--- src/design/pmcc_pkg.sv ---
// Shared constants, types and bus carriers for the clock management block.
// Assumes a classic Wishbone master with 32-bit data and byte addresses.
`default_nettype none

package pmcc_pkg;

    // =========================================================
    // Register offsets (byte addresses)
    localparam logic [7:0] OFF_SCER = 8'h00;
    localparam logic [7:0] OFF_SCDR = 8'h04;
    localparam logic [7:0] OFF_SCSR = 8'h08;
    localparam logic [7:0] OFF_PCER = 8'h10;
    localparam logic [7:0] OFF_PCDR = 8'h14;
    localparam logic [7:0] OFF_PCSR = 8'h18;
    localparam logic [7:0] OFF_PLL1 = 8'h28;
    localparam logic [7:0] OFF_PLL2 = 8'h2c;
    localparam logic [7:0] OFF_MCKR = 8'h30;
    localparam logic [7:0] OFF_IER = 8'h60;
    localparam logic [7:0] OFF_IDR = 8'h64;
    localparam logic [7:0] OFF_SR = 8'h68;
    localparam logic [7:0] OFF_IMR = 8'h6c;

    // =========================================================
    // Field positions and widths
    localparam int PLL_DIV_LSB = 0;
    localparam int PLL_DIV_W = 8;
    localparam int PLL_CNT_LSB = 8;
    localparam int PLL_CNT_W = 6;
    localparam int PLL_MUL_LSB = 16;
    localparam int PLL_MUL_W = 11;
    localparam int PLL_HALF_BIT = 28;
    localparam logic [31:0] PLL_RW_MASK = 32'h17ff_3fff;
    localparam int MCKR_W = 10;
    localparam int CSS_LSB = 0;
    localparam int MASTER_PRESCALE_LSB = 2;
    localparam int PROCESSOR_RATIO_LSB = 8;
    localparam logic [9:0] MCKR_RW_MASK = 10'h31f;
    localparam int SC_PROC = 0;
    localparam int SC_UDP = 1;
    localparam int SC_AUTO = 2;
    localparam int SC_UHP = 4;
    localparam int SR_LOCK1 = 1;
    localparam int SR_LOCK2 = 2;
    localparam int SR_MRDY = 3;
    localparam logic [3:0] SR_MASK = 4'he;

    // =========================================================
    // Reset values and timing counts
    localparam logic [31:0] PLL_RST = 32'h0000_3f00;
    localparam logic [9:0] MCKR_RST = 10'h000;
    localparam logic [31:0] PCSR_RST = 32'h0000_0000;
    localparam logic [2:0] MASTER_PRESCALE_MAX = 3'h6;
    localparam logic [5:0] MCK_SETTLE_SLOW = 6'h04;

    // =========================================================
    // Enumerations
    typedef enum logic [1:0] {
        PC_ON = 2'b00,
        PC_DRAIN = 2'b01,
        PC_OFF = 2'b10
    } pmcc_pc_t;

    typedef enum logic [1:0] {
        SRC_SLOW = 2'b00,
        SRC_MAIN = 2'b01,
        SRC_PLL1 = 2'b10,
        SRC_PLL2 = 2'b11
    } pmcc_src_t;

    // =========================================================
    // Wishbone carriers
    typedef struct packed {
        logic cyc;
        logic stb;
        logic we;
        logic [7:0] adr;
        logic [3:0] sel;
        logic [31:0] dat;
    } pmcc_wb_req_t;

    typedef struct packed {
        logic ack;
        logic [31:0] dat;
    } pmcc_wb_rsp_t;

endpackage : pmcc_pkg

`default_nettype wire

--- src/design/pmcc_div.sv ---
// Tick divider: passes one input tick out of every div_i ticks.
// Assumes tick_i is a one-cycle pulse synchronous to clk_i.
`default_nettype none

module pmcc_div #(
    parameter int W = 8
) (
    input wire logic clk_i,
    input wire logic rst_i,
    input wire logic ce_i,
    input wire logic tick_i,
    input wire logic [W-1:0] div_i,
    output logic tick_o
);
    typedef struct packed {
        logic [W-1:0] cnt;
        logic tick;
    } pmcc_div_st_t;

    pmcc_div_st_t st_q;
    pmcc_div_st_t st_d;

    if (W < 1 || W > 16) begin : g_bad_w
        $error("pmcc_div: W out of range");
    end

    // =========================================================
    // Counter
    always_comb
    begin
        st_d = st_q;
        st_d.tick = 1'b0;
        // Zero divisor never ticks: output held low
        if (tick_i && div_i != '0)
        begin
            if (st_q.cnt >= div_i - W'(1))
            begin
                st_d.cnt = '0;
                st_d.tick = 1'b1;
            end
            else
            begin
                st_d.cnt = st_q.cnt + W'(1);
            end
        end
    end

    always_ff @(posedge clk_i)
    begin
        if (rst_i)
            st_q <= '0;
        else if (ce_i)
            st_q <= st_d;
    end

    assign tick_o = st_q.tick;

endmodule : pmcc_div

`default_nettype wire

--- src/design/pmcc_lock.sv ---
// Lock/settle counter clocked by slow-clock ticks; flag rises when it runs out.
// Assumes tick_i is a one-cycle pulse per slow clock period.
`default_nettype none

module pmcc_lock #(
    parameter int W = 6
) (
    input wire logic clk_i,
    input wire logic rst_i,
    input wire logic ce_i,
    input wire logic tick_i,
    input wire logic restart_i,
    input wire logic [W-1:0] count_i,
    output logic flag_o
);
    typedef struct packed {
        logic [W-1:0] cnt;
        logic flag;
    } pmcc_lock_st_t;

    pmcc_lock_st_t st_q;
    pmcc_lock_st_t st_d;

    if (W < 1 || W > 16) begin : g_bad_w
        $error("pmcc_lock: W out of range");
    end

    // =========================================================
    // Countdown
    always_comb
    begin
        st_d = st_q;
        // Restart beats a same-cycle expiry: the old lock is stale
        if (restart_i)
        begin
            st_d.cnt = count_i;
            st_d.flag = 1'b0;
        end
        else if (tick_i && !st_q.flag)
        begin
            if (st_q.cnt <= W'(1))
            begin
                st_d.cnt = '0;
                st_d.flag = 1'b1;
            end
            else
            begin
                st_d.cnt = st_q.cnt - W'(1);
            end
        end
    end

    always_ff @(posedge clk_i)
    begin
        if (rst_i)
            st_q <= '0;
        else if (ce_i)
            st_q <= st_d;
    end

    assign flag_o = st_q.flag;

endmodule : pmcc_lock

`default_nettype wire

--- src/design/pmcc_top.sv ---
// Clock management: input dividers, PLL control and lock, master clock
// selection, processor idle gating, peripheral and USB clock gating.
// Assumes all inputs are synchronous to clk_i; main and PLL clocks arrive as tick pulses, slow clock as a level.
//
// Behaviour
// - Each input divider divides main clock by its field, 1 to 255.
// - Divider field zero holds divider and PLL output low; fields reset zero.
// - PLL output is source times multiplier plus one over divider.
// - Multiplier zero disables the PLL; nonzero enables it again.
// - Re-enable or parameter change clears lock flag and reloads lock count.
// - Lock counter decrements per slow tick; at zero sets lock flag.
// - Halve bit divides second PLL by two; software then programs 96 MHz.
// - Master source is slow, main, first PLL or second PLL clock.
// - Prescale field divides selected source by power of two, 1 to 64.
// - Processor ratio sets master clock as processor clock over 1 to 4.
// - Master clock register write clears ready flag until clock settles.
// - Processor clock enabled/disabled by system writes, shown in status.
// - Processor clock on after reset; interrupt or reset wakes it.
// - Processor clock stops only after current instruction completes.
// - Peripheral clocks enabled/disabled by bit writes, shown in status.
// - Peripheral clock stops at once, resumes later; all off after reset.
// - Peripheral bit position equals the peripheral identifier.
// - Device port bit starts and stops the USB device clock.
// - Suspend stops device clock; auto bit also stops its master clock.
// - Host port bit starts and stops the USB host clock.
// - Slow clock always runs and clocks the lock counters.
//
// The address map and the Wishbone register port were decided locally.
`default_nettype none

module pmcc_top #(
    parameter int DEV_PORT_ID = 11
) (
    input wire logic clk_i,
    input wire logic rst_i,
    input wire logic ce_i,
    input wire pmcc_pkg::pmcc_wb_req_t wb_req_i,
    output pmcc_pkg::pmcc_wb_rsp_t wb_rsp_o,
    input wire logic slow_clk_i,
    input wire logic main_tick_i,
    input wire logic pll1_tick_i,
    input wire logic pll2_tick_i,
    input wire logic irq_wake_i,
    input wire logic instr_done_i,
    input wire logic usb_suspend_i,
    output logic div1_tick_o,
    output logic div2_tick_o,
    output logic [10:0] pll1_mul_o,
    output logic [10:0] pll2_mul_o,
    output logic [7:0] pll1_div_o,
    output logic [7:0] pll2_div_o,
    output logic proc_clk_en_o,
    output logic master_clk_en_o,
    output logic [31:0] periph_clk_en_o,
    output logic usb_dev_clk_en_o,
    output logic usb_host_clk_en_o,
    output logic irq_o
);
    import pmcc_pkg::*;

    if (DEV_PORT_ID < 0 || DEV_PORT_ID > 31) begin : g_bad_id
        $error("pmcc_top: DEV_PORT_ID out of range");
    end

    typedef struct packed {
        logic ack;
        logic [31:0] rdat;
        logic [31:0] pll1;
        logic [31:0] pll2;
        logic [9:0] mckr;
        logic [31:0] pcsr;
        pmcc_pc_t pc;
        logic device_port_clock_bit;
        logic host_port_clock_bit;
        logic autod;
        logic [3:0] imr;
        logic irq;
        logic slow;
        logic half;
        logic [1:0] ratio_cnt;
        logic proc;
        logic master_clock;
        logic [31:0] periph;
        logic udclk;
        logic uhclk;
    } pmcc_top_st_t;

    localparam pmcc_top_st_t ST_RST = '{
        pll1: PLL_RST, pll2: PLL_RST, mckr: MCKR_RST, pcsr: PCSR_RST,
        pc: PC_ON, default: '0};

    pmcc_top_st_t st_q;
    pmcc_top_st_t st_d;

    // =========================================================
    // Bus decode helpers
    function automatic logic [31:0] byte_mask(input logic [3:0] sel);
        byte_mask = {{8{sel[3]}}, {8{sel[2]}}, {8{sel[1]}}, {8{sel[0]}}};
    endfunction : byte_mask

    function automatic logic hit(input logic [7:0] adr, input logic [7:0] off);
        hit = (adr[7:2] == off[7:2]);
    endfunction : hit

    logic req;
    logic wr;
    logic [31:0] bm;
    logic [31:0] wd;
    logic wr_scer;
    logic wr_scdr;
    logic wr_pcer;
    logic wr_pcdr;
    logic wr_pll1;
    logic wr_pll2;
    logic wr_mckr;
    logic wr_ier;
    logic wr_idr;

    assign req = wb_req_i.cyc && wb_req_i.stb && !st_q.ack;
    assign wr = req && wb_req_i.we;
    assign bm = byte_mask(wb_req_i.sel);
    assign wd = wb_req_i.dat & bm;
    assign wr_scer = wr && hit(wb_req_i.adr, OFF_SCER);
    assign wr_scdr = wr && hit(wb_req_i.adr, OFF_SCDR);
    assign wr_pcer = wr && hit(wb_req_i.adr, OFF_PCER);
    assign wr_pcdr = wr && hit(wb_req_i.adr, OFF_PCDR);
    assign wr_pll1 = wr && hit(wb_req_i.adr, OFF_PLL1);
    assign wr_pll2 = wr && hit(wb_req_i.adr, OFF_PLL2);
    assign wr_mckr = wr && hit(wb_req_i.adr, OFF_MCKR);
    assign wr_ier = wr && hit(wb_req_i.adr, OFF_IER);
    assign wr_idr = wr && hit(wb_req_i.adr, OFF_IDR);

    // =========================================================
    // Clock sources
    logic slow_tick;
    logic pll1_on;
    logic pll2_on;
    logic pll1_g;
    logic pll2_g;
    logic pll2_out;
    logic src_tick;
    logic master_prescale_tick;
    logic [2:0] master_prescale;
    logic lock1;
    logic lock2;
    logic mrdy;
    logic [31:0] pll1_new;
    logic [31:0] pll2_new;
    logic restart1;
    logic restart2;
    logic [3:0] sr;

    // Inputs are synchronous, so a single flop is enough for the edge
    assign slow_tick = slow_clk_i && !st_q.slow;
    assign pll1_on = st_q.pll1[PLL_DIV_LSB +: PLL_DIV_W] != '0 && st_q.pll1[PLL_MUL_LSB +: PLL_MUL_W] != '0;
    assign pll2_on = st_q.pll2[PLL_DIV_LSB +: PLL_DIV_W] != '0 && st_q.pll2[PLL_MUL_LSB +: PLL_MUL_W] != '0;
    assign pll1_g = pll1_tick_i && pll1_on;
    assign pll2_g = pll2_tick_i && pll2_on;
    assign pll2_out = st_q.pll2[PLL_HALF_BIT] ? (pll2_g && st_q.half) : pll2_g;

    always_comb
    begin
        case (pmcc_src_t'(st_q.mckr[CSS_LSB +: 2]))
            SRC_SLOW: src_tick = slow_tick;
            SRC_MAIN: src_tick = main_tick_i;
            SRC_PLL1: src_tick = pll1_g;
            SRC_PLL2: src_tick = pll2_out;
            default: src_tick = 1'b0;
        endcase
    end

    // Reserved prescale code 7 is treated as the largest ratio
    assign master_prescale = (st_q.mckr[MASTER_PRESCALE_LSB +: 3] > MASTER_PRESCALE_MAX) ? MASTER_PRESCALE_MAX : st_q.mckr[MASTER_PRESCALE_LSB +: 3];

    pmcc_div #(.W(PLL_DIV_W)) u_div1 (
        .clk_i(clk_i),
        .rst_i(rst_i),
        .ce_i(ce_i),
        .tick_i(main_tick_i),
        .div_i(st_q.pll1[PLL_DIV_LSB +: PLL_DIV_W]),
        .tick_o(div1_tick_o)
    );

    pmcc_div #(.W(PLL_DIV_W)) u_div2 (
        .clk_i(clk_i),
        .rst_i(rst_i),
        .ce_i(ce_i),
        .tick_i(main_tick_i),
        .div_i(st_q.pll2[PLL_DIV_LSB +: PLL_DIV_W]),
        .tick_o(div2_tick_o)
    );

    pmcc_div #(.W(7)) u_master_prescale (
        .clk_i(clk_i),
        .rst_i(rst_i),
        .ce_i(ce_i),
        .tick_i(src_tick),
        .div_i(7'h01 << master_prescale),
        .tick_o(master_prescale_tick)
    );

    // =========================================================
    // Lock and settle counters
    always_comb
    begin
        pll1_new = st_q.pll1;
        pll2_new = st_q.pll2;
        if (wr_pll1)
            pll1_new = ((st_q.pll1 & ~bm) | wd) & PLL_RW_MASK;
        if (wr_pll2)
            pll2_new = ((st_q.pll2 & ~bm) | wd) & PLL_RW_MASK;
    end

    // A disabled PLL keeps its counter loaded so it starts fresh
    assign restart1 = (pll1_new != st_q.pll1) || !pll1_on;
    assign restart2 = (pll2_new != st_q.pll2) || !pll2_on;

    pmcc_lock #(.W(PLL_CNT_W)) u_lock1 (
        .clk_i(clk_i),
        .rst_i(rst_i),
        .ce_i(ce_i),
        .tick_i(slow_tick),
        .restart_i(restart1),
        .count_i(pll1_new[PLL_CNT_LSB +: PLL_CNT_W]),
        .flag_o(lock1)
    );

    pmcc_lock #(.W(PLL_CNT_W)) u_lock2 (
        .clk_i(clk_i),
        .rst_i(rst_i),
        .ce_i(ce_i),
        .tick_i(slow_tick),
        .restart_i(restart2),
        .count_i(pll2_new[PLL_CNT_LSB +: PLL_CNT_W]),
        .flag_o(lock2)
    );

    pmcc_lock #(.W(PLL_CNT_W)) u_mrdy (
        .clk_i(clk_i),
        .rst_i(rst_i),
        .ce_i(ce_i),
        .tick_i(slow_tick),
        .restart_i(wr_mckr),
        .count_i(MCK_SETTLE_SLOW),
        .flag_o(mrdy)
    );

    assign sr = {mrdy, lock2, lock1, 1'b0};

    // =========================================================
    // Next state
    always_comb
    begin
        st_d = st_q;
        st_d.ack = req; // One-cycle ack, dropped in the next cycle
        st_d.slow = slow_clk_i;
        st_d.pll1 = pll1_new;
        st_d.pll2 = pll2_new;
        if (wr_mckr)
            st_d.mckr = ((st_q.mckr & ~bm[9:0]) | wd[9:0]) & MCKR_RW_MASK;
        if (pll2_g)
            st_d.half = !st_q.half;

        // Processor ratio counter
        st_d.master_clock = 1'b0;
        if (master_prescale_tick)
        begin
            if (st_q.ratio_cnt >= st_q.mckr[PROCESSOR_RATIO_LSB +: 2])
            begin
                st_d.ratio_cnt = 2'h0;
                st_d.master_clock = 1'b1;
            end
            else
            begin
                st_d.ratio_cnt = st_q.ratio_cnt + 2'h1;
            end
        end

        // Processor idle gating
        case (st_q.pc)
            PC_ON: if (wr_scdr && wd[SC_PROC]) st_d.pc = PC_DRAIN;
            PC_DRAIN: if (instr_done_i) st_d.pc = PC_OFF;
            PC_OFF: if (irq_wake_i) st_d.pc = PC_ON;
            default: st_d.pc = PC_ON;
        endcase
        if ((wr_scer && wd[SC_PROC]) || (st_q.pc != PC_ON && irq_wake_i))
            st_d.pc = PC_ON;
        st_d.proc = master_prescale_tick && st_q.pc != PC_OFF;

        // USB clocks; enable writes win over suspend
        if (usb_suspend_i)
            st_d.device_port_clock_bit = 1'b0;
        if (wr_scdr)
        begin
            st_d.device_port_clock_bit = st_d.device_port_clock_bit && !wd[SC_UDP];
            st_d.host_port_clock_bit = st_q.host_port_clock_bit && !wd[SC_UHP];
            st_d.autod = st_q.autod && !wd[SC_AUTO];
        end
        if (wr_scer)
        begin
            st_d.device_port_clock_bit = st_d.device_port_clock_bit || wd[SC_UDP];
            st_d.host_port_clock_bit = st_d.host_port_clock_bit || wd[SC_UHP];
            st_d.autod = st_d.autod || wd[SC_AUTO];
        end
        st_d.udclk = pll2_out && st_q.device_port_clock_bit;
        st_d.uhclk = pll2_out && st_q.host_port_clock_bit;

        // Peripheral clocks, bit n is peripheral n
        if (usb_suspend_i && st_q.autod)
            st_d.pcsr[DEV_PORT_ID] = 1'b0;
        if (wr_pcdr)
            st_d.pcsr = st_d.pcsr & ~wd;
        if (wr_pcer)
            st_d.pcsr = st_d.pcsr | wd;
        // Gating the tick freezes the peripheral in place
        st_d.periph = {32{st_q.master_clock}} & st_q.pcsr;

        // Interrupt mask and output
        if (wr_idr)
            st_d.imr = st_q.imr & ~wd[3:0];
        if (wr_ier)
            st_d.imr = (st_d.imr | wd[3:0]) & SR_MASK;
        st_d.irq = |(sr & st_q.imr);

        // Read data; unmapped offsets read zero
        st_d.rdat = 32'h0000_0000;
        if (req && !wb_req_i.we)
        begin
            case (wb_req_i.adr[7:2])
                OFF_SCSR[7:2]: st_d.rdat = 32'(st_q.pc != PC_OFF) | (32'(st_q.device_port_clock_bit) << SC_UDP)
                    | (32'(st_q.autod) << SC_AUTO) | (32'(st_q.host_port_clock_bit) << SC_UHP);
                OFF_PCSR[7:2]: st_d.rdat = st_q.pcsr;
                OFF_PLL1[7:2]: st_d.rdat = st_q.pll1;
                OFF_PLL2[7:2]: st_d.rdat = st_q.pll2;
                OFF_MCKR[7:2]: st_d.rdat = 32'(st_q.mckr);
                OFF_SR[7:2]: st_d.rdat = 32'(sr);
                OFF_IMR[7:2]: st_d.rdat = 32'(st_q.imr);
                default: st_d.rdat = 32'h0000_0000;
            endcase
        end
    end

    always_ff @(posedge clk_i)
    begin
        if (rst_i)
            st_q <= ST_RST;
        else if (ce_i)
            st_q <= st_d;
    end

    // =========================================================
    // Outputs
    assign wb_rsp_o.ack = st_q.ack;
    assign wb_rsp_o.dat = st_q.rdat;
    assign pll1_mul_o = st_q.pll1[PLL_MUL_LSB +: PLL_MUL_W];
    assign pll2_mul_o = st_q.pll2[PLL_MUL_LSB +: PLL_MUL_W];
    assign pll1_div_o = st_q.pll1[PLL_DIV_LSB +: PLL_DIV_W];
    assign pll2_div_o = st_q.pll2[PLL_DIV_LSB +: PLL_DIV_W];
    assign proc_clk_en_o = st_q.proc;
    assign master_clk_en_o = st_q.master_clock;
    assign periph_clk_en_o = st_q.periph;
    assign usb_dev_clk_en_o = st_q.udclk;
    assign usb_host_clk_en_o = st_q.uhclk;
    assign irq_o = st_q.irq;
endmodule : pmcc_top

`default_nettype wire

--- config.mk ---
export PLATFORM = sky130hd
export DESIGN_NAME = pmcc_top
export DESIGN_NICKNAME = d
export VERILOG_FILES = /design/src/design/pmcc_pkg.sv /design/src/design/pmcc_div.sv /design/src/design/pmcc_lock.sv /design/src/design/pmcc_top.sv
export SDC_FILE = /design/constraint.sdc
export NUM_CORES = 1
export LEC_CHECK = 0
export ABC_AREA = 1
export BUFFER_PORTS_ARGS = -buffer_cell sky130_fd_sc_hd__buf_2
export CORE_ASPECT_RATIO = 1.2
export CORE_MARGIN = 4
export CORE_UTILIZATION = 60
export CTS_CLUSTER_DIAMETER = 120
export DETAILED_ROUTE_END_ITERATION = 6
export PLACE_DENSITY = 0.86
export SYNTH_ARGS = -nofsm -noshare
export SYNTH_HDL_FRONTEND = slang
export SYNTH_SLANG_ARGS = --single-unit
--- constraint.sdc ---
create_clock -name clk_i -period 3.7 [get_ports clk_i]
set_input_delay 1.11 -clock clk_i [delete_from_list [all_inputs] [get_ports clk_i]]
set_output_delay 1.11 -clock clk_i [all_outputs]
set_load 0.01 [all_outputs]
==> flow_metrics.tcl <==
set metrics [dict create \
    vias 13210 \
    die-area_um2 24610 \
    route.detailed.drc 0 \
    port_buffers 164 \
    min_path_type "reg2reg" \
    cts_max_path_buffers 3 \
    slowest_stage "nand3_1" \
    fin_nets 2037 \
    cts_hold_buffers 0 \
    end_kind "flop" \
    max_freq_mhz 352.8 \
    finalHoldViolCount 0 \
    path_clk_slew_ns 0.07 \
    drv_cap 0 \
    clockRootBuffer "clkbuf_16" \
    slew_headroom_pct 49.10 \
    power_density_nw_per_um2 398.3 \
    overflow 0 \
    ys_ff_latch 233 \
    syn-num-nets 2004 \
    synth-edff-count 0 \
    synth_flop_cell "dfxtp_1" \
    cts_buffers 24 \
    start_util_pct 61.05 \
    worstSetupPathType "in2reg" \
    grt_pass1_wl_um 63680 \
    cts-resized-gates 0 \
    crit_chain "buf_2 -> inv_4 -> nand2_2 -> inv_1 -> nand3_1 -> nand2_1 -> nor3_1 -> nor3_4 -> buf_12 -> o21ai_0 -> a21oi_1" \
    slowest_delay_ns 0.41 \
    path_buf_inv 4 \
    syn_to_final_growth_pct 8.320 \
    final_area_um2 14400 \
    setup_viol 0 \
    cp.required_ns 4.15 \
    fillCellCount 1951 \
    place_area_um2 13530 \
    start_kind "input pin" \
    post-cts-setup-buffer-count 0 \
    finClkSkew_ns 0.009269 \
    drtPass1Iterations 6 \
    status "finished clean" \
    post_synth.cell_area_avg_um2 6.964 \
    tns_ns 0 \
    min_period_ns 2.835 \
    die_h_um 171.1 \
    drt_iter0_markers 1452 \
    yosysWarnings 0 \
    rows 59 \
    wl_per_cell_um 18.57 \
    core_area_um2 21780 \
    cts_tree "done" \
    final_cell_mix "nand2_1, dfxtp_1, inv_1" \
    insertion_delay_ns 0.53 \
    grt_use_total_pct 32.36 \
    dieWidth_um 143.9 \
    yosysSeqAreaShare_pct 35.09 \
    cts.sinks 233 \
    peakVddDrop_mv 0.3598 \
    antenna_found_initial 5 \
    htree_levels 1 \
    drtAntennaViolNets 0 \
    syn_area_um2 13290 \
    synthArstFlopShare_pct 0 \
    io_pins 167 \
    totalWireLength_um 41520 \
    worst-path-max-fanout 27 \
    layout-drive-gt1-share_pct 14.03 \
    grt_max_degree 157 \
    synth.distinct_cells 53 \
    critPathTopFamily "simple AND/OR/NAND/NOR gates" \
    avgViaCountPerCell 5.909 \
    dp_hpwl_um 30700 \
    crit_arrival_ns 3.28 \
    layout_commonest_cell "nand2_1" \
    tightestPinTransition_ns 0.7627 \
    rsz0062_at_grt "false" \
    postSynthCellCount 1909 \
    grt_pass1_vias 12190 \
    fin_crit_sh_pct 76.61 \
    leakage_nw 6.594 \
    gp_congestion 1.028 \
    drv_slew 0 \
]
-- routing by layer --
metal  vias up  global-route usage [%]  share of wire [%]  wire length [µm]
li1       6298                       -                  -                 -
met1      6032                   41.70                 39             16180
met2       721                   51.98                 46             18980
met3       158                   5.731                9.7              4031
met4         4                   16.34                5.6              2308
met5         -                       0              0.046                19
-- worst paths after layout --
kind | start | slack (ns) | cells after the start | to
worst min-delay path | st_q[41]$_SDFFE_PP0P_ | 0.46 | 2 | st_q[41]$_SDFFE_PP0P_
worst min register to register | st_q[41]$_SDFFE_PP0P_ | 0.46 | 2 | st_q[41]$_SDFFE_PP0P_
worst max register to register | pll1_div_o[0]$_SDFFE_PP0P_ | 0.93 | 13 | u_div1.st_q[6]$_SDFFE_PP0P_
worst max-delay path | wb_req_i[38] | 0.87 | 11 | wb_rsp_o[22]$_SDFFE_PP0P_
-- cells in the mapped netlist (21+ instances only) --
cell type	n	area share, %
nand4_1	37	1.7
nand3_1	138	5.2
nor2_1	197	5.6
buf_4	108	6.1
nor3_1	24	0.90
o22ai_1	21	0.99
dfxtp_1	233	35
clkbuf_1	47	1.3
a21oi_1	147	5.5
inv_1	231	6.5
ha_1	38	3.6
o21ai_0	56	2.1
xor2_1	28	1.8
nand2_1	387	11
a221oi_1	52	3.4
-- final cells by class --
class,instances,area (µm²),area share (%)
tap,274,342.8,2.381
clock buffer,32,691.9,4.805
sequential,233,4664,32.39
antenna,2,5.005,0.03476
clock inverter,12,172.7,1.199
inverter,246,928.4,6.447
timing repair buffer,183,991.0,6.882
multi-input combinational,1254,6604,45.86
-- logic make-up (layout without fill, tap and decap cells) --
group,Yosys count,after routing,share of synthesized area [%]
other,1,3,0.02821
xor gates and xnor gates,36,36,2.372
and+or+nand+nor,823,823,27.23
buffers and inverters,422,473,15.24
adders and majority gates,38,38,3.577
AOI/OAI and AO/OA,356,356,16.47
DFF,233,233,35.09
-- per-stage QoR --
stage | hold slack, ns | util [%] | setup slack, ns | instances | total power, mW
after detailed placement | 0.4485 | 62.13 | 0.4895 | 2190 | 3.129
after global routing | 0.4792 | 66.11 | 0.7264 | 2235 | 5.917
after CTS | 0.4582 | 66.10 | 0.9428 | 2234 | 5.749
after floorplan | 0.4243 | - | 1.089 | 1909 | 2.967
after global placement | 0.4345 | 62.13 | 0.4897 | 2190 | 3.117
final | 0.4593 | 66.12 | 0.8655 | 2236 | 5.735
-- power breakdown --
group | internal (mW) | switching (mW) | total [mW]
clock network | 1.60 | 1.05 | 2.64
registers | 2.54 | 0.0320 | 2.58
logic | 0.149 | 0.366 | 0.515
total | 4.29 | 1.44 | 5.74
-- worst reg2reg max path, cell delays in order (launching register included) --
cell and delay (ns):
dfxtp_1 0.37, inv_1 0.25, ha_1 0.24, nand2_1 0.10, nor3_1 0.19, xor2_1 0.18
inv_1 0.07, ha_1 0.27, nand2_1 0.10, nor2_1 0.05, a211o_1 0.31, nand2_1 0.12
nand2_1 0.17, nor3b_1 0.27
No activity file was read; power rests on OpenSTA's default activity.
